$ cat config.mk
export PLATFORM = sky130hd
export DESIGN_NAME = serial_wiper_latch_control
export DESIGN_NICKNAME = d
export VERILOG_FILES = /design/src/shared/wiper_pkg.sv /design/src/verilog/pin_sync.sv /design/src/verilog/serial_wiper_latch_control.sv
export SDC_FILE = /design/constraint.sdc
export NUM_CORES = 1
export LEC_CHECK = 0
export ABC_CLOCK_PERIOD_IN_PS = 2900
export BUFFER_PORTS_ARGS = -buffer_cell sky130_fd_sc_hd__buf_2
export CORE_ASPECT_RATIO = 0.6
export CORE_MARGIN = 2
export CORE_UTILIZATION = 56
export CTS_CLUSTER_DIAMETER = 60
export DETAILED_ROUTE_END_ITERATION = 10
export PLACE_DENSITY_LB_ADDON = 0.2
export SYNTH_ARGS = -nofsm -noshare
export SYNTH_HDL_FRONTEND = slang
export SYNTH_HIERARCHICAL = 1
export SYNTH_SLANG_ARGS = --single-unit
$ cat constraint.sdc
create_clock -name core_clk -period 2.9 [get_ports core_clk]
set_input_delay 0.145 -clock core_clk [delete_from_list [all_inputs] [get_ports core_clk]]
set_output_delay 0.145 -clock core_clk [all_outputs]
set_load 0.01 [all_outputs]
$ cat src/shared/wiper_pkg.sv
/*
 * Shared constants and types for the serial wiper latch control block.
 * Assumes a single core clock; all serial pins are asynchronous to it.
 */
package wiper_pkg;
	localparam int          CODE_W       = 8;
	localparam int          CHANNELS     = 2;
	localparam int          SHIFT_W      = 9;
	localparam int          ONE_WORD_LEN = 8;
	localparam int          TWO_WORD_LEN = 9;
	localparam logic [7:0]  MIDSCALE     = 8'h80;
	localparam int          SEL_POS      = 8;
	localparam int          SYNC_STAGES  = 3;

	// Pin group sampled from the serial port.
	typedef struct packed {
		logic serialClk;
		logic chipSelN;
		logic serialDataIn;
	} serial_pins_t;

	// Per-channel analog switch controls.
	typedef struct packed {
		logic [7:0] code;
		logic       terminalAOpen;
		logic       wiperToB;
	} wiper_ctrl_t;
endpackage

$ cat src/verilog/pin_sync.sv
/*
 * Three-stage pin synchroniser with agreement filter.
 * Assumes the pin is asynchronous to core_clk.
 */
`timescale 1ns/1ps
module pin_sync (
	input  wire logic core_clk,
	input  wire logic rst,
	input  wire logic pinIn,
	input  wire logic resetLevel,
	output logic      pinOut
);
	import wiper_pkg::*;
	logic [SYNC_STAGES-1:0] stage_q;

	// Stage 0 feeds only stage 1; the output moves once stages 1 and 2 agree.
	always_ff @(posedge core_clk or posedge rst) begin
		if (rst) begin
			stage_q <= '0;
			pinOut  <= 1'b0;
		end else begin
			stage_q <= {stage_q[1:0], pinIn};
			if (stage_q[1] == stage_q[2])
				pinOut <= stage_q[2];
		end
	end

	wire unusedLevel = resetLevel;
endmodule

$ cat src/verilog/serial_wiper_latch_control.sv
/*
 * Serial wiper latch control: shift register, chip-select load, preset and shutdown.
 * Assumes pins arrive asynchronously and are sampled on core_clk at 20 MHz,
 * so the serial clock must be far slower than the core clock.
 */
`timescale 1ns/1ps
module serial_wiper_latch_control #(
	parameter bit DUAL = 1'b1
) (
	input  wire logic                 core_clk,
	input  wire logic                 rst,
	input  wire wiper_pkg::serial_pins_t pins,
	input  wire logic                 midscale_force_n,
	input  wire logic                 power_down_n,
	output logic                      serial_data_out_o,
	output logic                      serial_data_out_oe,
	output wiper_pkg::wiper_ctrl_t    channel_one_ctrl,
	output wiper_pkg::wiper_ctrl_t    channel_two_ctrl
);
	import wiper_pkg::*;

	logic              clkS;
	logic              csNS;
	logic              csSel;
	logic              sdiS;
	logic              clkPrev_q;
	logic              csPrev_q;
	logic [SHIFT_W-1:0] shift_q;
	logic [CODE_W-1:0] channel_one_latch;
	logic [CODE_W-1:0] channel_two_latch;
	logic              outLatch_q;
	logic              presetN_a;

	// Serial pins pass the three-stage filter; preset is used asynchronously.
	pin_sync uClk (.core_clk(core_clk), .rst(rst), .pinIn(pins.serialClk),
		.resetLevel(1'b0), .pinOut(clkS));
	// Chip select is inverted before its filter, so the filter's cleared state means deselected.
	// Otherwise the filter would leave reset showing select, and the climb to the idle
	// high level would look like a closing frame and load zero into channel one.
	pin_sync uCs (.core_clk(core_clk), .rst(rst), .pinIn(~pins.chipSelN),
		.resetLevel(1'b0), .pinOut(csSel));
	assign csNS = ~csSel;
	pin_sync uSdi (.core_clk(core_clk), .rst(rst), .pinIn(pins.serialDataIn),
		.resetLevel(1'b0), .pinOut(sdiS));

	// Edge decode of filtered pins.
	wire clkRise   = clkS & ~clkPrev_q;
	wire shiftEn   = clkRise & ~csNS;
	wire csRise    = csNS & ~csPrev_q;
	wire selBit    = DUAL ? shift_q[SEL_POS] : 1'b0;
	wire loadOne   = csRise & ~selBit;
	wire loadTwo   = csRise & selBit & DUAL;
	wire presetAct = rst | ~midscale_force_n;

	// Edge history; chip select idles high so no false load at release.
	always_ff @(posedge core_clk or posedge rst) begin
		if (rst) begin
			clkPrev_q <= 1'b0;
			csPrev_q  <= 1'b1;
		end else begin
			clkPrev_q <= clkS;
			csPrev_q  <= csNS;
		end
	end

	// Shift register keeps the most recent bits only; older ones fall off.
	always_ff @(posedge core_clk or posedge rst) begin
		if (rst)
			shift_q <= '0;
		else if (shiftEn)
			shift_q <= {shift_q[SHIFT_W-2:0], sdiS};
	end

	// Output latch holds the bit entered eight edges earlier, cleared by preset.
	always_ff @(posedge core_clk or posedge presetAct) begin
		if (presetAct)
			outLatch_q <= 1'b0;
		else if (shiftEn)
			outLatch_q <= shift_q[ONE_WORD_LEN-1];
	end

	// Wiper latches: preset is asynchronous and so wins over any load.
	always_ff @(posedge core_clk or posedge presetAct) begin
		if (presetAct) begin
			channel_one_latch <= MIDSCALE;
			channel_two_latch <= MIDSCALE;
		end else begin
			if (loadOne)
				channel_one_latch <= shift_q[CODE_W-1:0];
			if (loadTwo)
				channel_two_latch <= shift_q[CODE_W-1:0];
		end
	end

	// Shutdown changes only the switch controls and the data-out enable, never the latches.
	assign channel_one_ctrl = '{code: channel_one_latch,
		terminalAOpen: ~power_down_n, wiperToB: ~power_down_n};
	assign channel_two_ctrl = '{code: channel_two_latch,
		terminalAOpen: ~power_down_n, wiperToB: ~power_down_n};

	// Open drain: drive low only, and switch off during shutdown or deselect.
	assign serial_data_out_o  = 1'b0;
	assign serial_data_out_oe = ~outLatch_q & ~csNS & power_down_n;

	a_shift_idle: assert property (@(posedge core_clk) disable iff (rst)
		csNS |=> $stable(shift_q)) else $error("shift moved while deselected");
	a_load_one: assert property (@(posedge core_clk) disable iff (rst)
		(loadOne && midscale_force_n) |=> channel_one_latch == $past(shift_q[7:0]))
		else $error("channel one not loaded");
	a_load_two: assert property (@(posedge core_clk) disable iff (rst)
		(loadTwo && midscale_force_n) |=> channel_two_latch == $past(shift_q[7:0]))
		else $error("channel two not loaded");
	a_other_kept: assert property (@(posedge core_clk) disable iff (rst)
		(loadOne && midscale_force_n) |=> $stable(channel_two_latch))
		else $error("wrong channel loaded");
	a_preset_mid: assert property (@(posedge core_clk) disable iff (rst)
		!midscale_force_n |-> channel_one_latch == MIDSCALE && channel_two_latch == MIDSCALE)
		else $error("preset not at midscale");
	a_preset_out: assert property (@(posedge core_clk) disable iff (rst)
		!midscale_force_n |-> !outLatch_q) else $error("output latch not cleared");
	a_shut_keep: assert property (@(posedge core_clk) disable iff (rst)
		(!power_down_n && csNS && midscale_force_n) |=> $stable(channel_one_latch))
		else $error("latch lost in shutdown");
	a_shut_sw: assert property (@(posedge core_clk) disable iff (rst)
		!power_down_n |-> channel_one_ctrl.terminalAOpen && !serial_data_out_oe)
		else $error("shutdown switches wrong");
	a_delay_out: assert property (@(posedge core_clk) disable iff (rst || !midscale_force_n)
		shiftEn |=> outLatch_q == $past(shift_q[7])) else $error("output bit wrong");
	a_od_low: assert property (@(posedge core_clk) disable iff (rst)
		serial_data_out_o == 1'b0) else $error("output drives high");

	// A load that meets an active preset must leave both latches centred.
	// Loads are one frame apart, so the cycle after cannot hold a second load.
	a_preset_wins: assert property (@(posedge core_clk) disable iff (rst)
		(csRise && !midscale_force_n) |=>
		channel_one_latch == MIDSCALE && channel_two_latch == MIDSCALE)
		else $error("load beat the preset");

	// A load to channel two must not disturb channel one.
	a_two_only: assert property (@(posedge core_clk) disable iff (rst)
		(loadTwo && midscale_force_n) |=> $stable(channel_one_latch))
		else $error("channel one hit by channel two load");

	// Channel two is picked only by a set select bit.
	a_sel_decode: assert property (@(posedge core_clk) disable iff (rst)
		loadTwo |-> shift_q[SEL_POS])
		else $error("channel two picked without select");

	// With chip select high the open-drain transistor stays off.
	a_oe_desel: assert property (@(posedge core_clk) disable iff (rst)
		csNS |-> !serial_data_out_oe)
		else $error("output driven while deselected");

	// The output latch only moves on a shifting edge or a preset.
	a_out_hold: assert property (@(posedge core_clk) disable iff (rst || !midscale_force_n)
		!shiftEn |=> $stable(outLatch_q))
		else $error("output latch moved without a shift");

	// Covers for the main scenarios: each load, a preset meeting a load, and shutdown.
	c_load_one: cover property (@(posedge core_clk) disable iff (rst) loadOne);
	c_load_two: cover property (@(posedge core_clk) disable iff (rst) loadTwo);
	c_preset_load: cover property (@(posedge core_clk) disable iff (rst)
		csRise && !midscale_force_n);
	c_shutdown: cover property (@(posedge core_clk) disable iff (rst) !power_down_n);
endmodule
==> metrics.cfg <==
[place]
io_buffer_count=27
place_hpwl_mm=1.691
routabilityCongestion=0.7984

[flow_run]
drv_cap=0

[grt]
grt-ovfl-total=0
grt_use_met3_pct=7.209
grt_pass1_wl_mm=4.091
antenna_found_initial=0
grt_max_degree=18
first_global_vias=832
grt_use_met1_pct=23.84
top_usage_layer=met2
gr-usage-all-layers_pct=18.70
globalRouteMet2Util_pct=30.19

[floorplanning]
die-width_um=69.75
fp.coreArea_um2=2487
initial_utilization_pct=58.40
rows=14
die_h_um=43.45
dieArea_um2=3031
ios=29

[cts]
clk_pin_slew_ps=70
cts.sinks=40
clk_latency_ps=280
cts_tree=yes
htree_levels=2
clockBufferDepth=2
clockRootBuffer=clkbuf_8
cts_buffers=5
holdBufCountCts=5
postCtsSetupBuffers=0
cts_resized=0

[critical_path]
crit_type=reg2reg
rrSetupSlack_ps=1390
cp_max_fo=10
r2r-start=uCs/pinOut
startpoint=uCs/pinOut
worstPathArrival_ps=1680
r2r-end=shift_q[5]
worstSetupEndpointType=register
worstPathRequired_ps=3070
crit_path_start_kind=register
crit_end=shift_q[5]
rr_worst_depth=2

[logic_synthesis]
yosysSeqAreaShare_pct=69.16
syn_avg_cell_area_um2=16.70
yosysTopAreaCell=dfrtp_1
synth_ff_type=dfrtp_1
synth_common_cells=37 x dfrtp_1, 26 x mux2_2, 7 x inv_1, 5 x buf_4
async_flop_share_pct=100.0
synthTopCellsByArea=dfrtp_1 64%, mux2_2 20%, dfstp_2 5.4%
synth_area_um2=1453
synth-edff-count=0
synth_cell_types=12
yosysTopAreaCellShare_pct=63.74
yosys_warnings=6
synth_nets=94
synth-seq-cells=40
syn_inst=87
synthMostInstantiatedCell=dfrtp_1

[final_layout]
area_delta_synth_final_pct=19.81
multi_input_area_um2=384.1
final_core_util_pct=69.97
ff_latch_area_um2=1005
fill_cells=184
antenna_cells=0
layout.nets=129
drive_gt1_share_pct=56.91

[sta]
setup_viol=0
tns_ps=0
hold_viol=0
finalCritPeriodShare_pct=52.22
worstMarginPinSlew_ps=563.0
max_freq_mhz=660.3
drv_slew=0
rsz0062_at_grt=false
clock_skew_ps=5.716
max_slew_margin_pct=62.35
post-route-min-period_ps=1514

[drt]
ant_nets=0
wl_mm=2.410
drtPass1Iterations=4
avgRoutedWirePerCell_um=15.55
drt_iter0_markers=37
viasPerCell=5.071
route.detailed.drc=0
vias=786

[power_and_ir_drop]
powerDensity_nw_per_um2=855.0
ir_worst_vdd_uv=573.9
power.leakage_nw=0.8933

[outcome]
status=complete, no violations

[hold_path]
hp-class=in2async

## worst min-delay path by stage
stage          from         endpoint  slack (ps)  cells after the start
2_1_floorplan   rst      uClk/pinOut         -90                      1
3_3_place_gp    rst      uSdi/pinOut          70                      2
3_5_place_dp    rst  uSdi/stage_q[1]          70                      2
4_1_cts         rst       uCs/pinOut         320                      3
5_1_grt         rst       uCs/pinOut         340                      3
6_report        rst       uCs/pinOut         320                      3
## registers in the layout (all words and copies together), names as in the netlist
name               flops
uClk/stage_q           3
csPrev_q               1
uClk/pinOut            1
uCs/pinOut             1
channel_two_latch      8
uSdi/pinOut            1
shift_q                9
uSdi/stage_q           3
channel_one_latch      8
outLatch_q             1
clkPrev_q              1
uCs/stage_q            3
## cell families after synthesis
kind of cell	after synthesis	synth area share, %
flops	40	69.16
mux	26	20.15
simple gates	5	3.704
other cells	1	0.2582
fa+ha+maj	3	2.325
buf+inv	12	4.393
## layout make-up
type | count | share of cell area, %
Timing Repair Buffer | 33 | 11.07
Clock buffer | 6 | 4.745
Sequential cell | 40 | 57.73
Tap cell | 32 | 2.301
Multi-Input combinational cell | 35 | 22.07
Clock inverter | 2 | 0.5751
Inverter | 7 | 1.510
## routing by layer
metal	share of wire, %	routed length, um
met3	5.7	138
met1	46	1113
met5	0	0
met4	0.95	23
met2	47	1134
## worst max-delay path, stage by stage, from the launching register on
cell and delay, ps:
dfrtp_1 500, nand3b_1 450, mux2_2 440
## cells in the final DEF, fill, tap and decap left out
cell and count:
nor3b_4 1, nor3_1 1, mux2_2 26, buf_2 27, nor2b_1 1, inv_1 7, nor3_4 1, dfstp_2 3
clkinv_2 2, buf_4 1, clkbuf_8 6, maj3_2 3, conb_1 1, dfrtp_1 37, dlygate4sd3_1 5, nand3b_1 1
## metrics by stage
stage          area, um2  hold WS [ps]  std cells  setup WS (ps)  power (W)
2_1_floorplan       1453        -88.92         87           1622  0.0009952
6_report            1740         321.0        155           1386   0.001488
4_1_cts             1740         315.8        155           1399   0.001502
3_5_place_dp        1598         71.07        142           1378   0.001127
3_3_place_gp        1598         67.44        142           1446   0.001107
5_1_grt             1740         339.7        155           1268   0.001575
## where the power goes
part           switching, W  total [W]  internal, W
clock network      0.000179   0.000368     0.000190
logic              0.000131   0.000310     0.000179
registers          0.000106   0.000809     0.000703
total              0.000416    0.00149      0.00107
(Power assumes the default switching activity.)
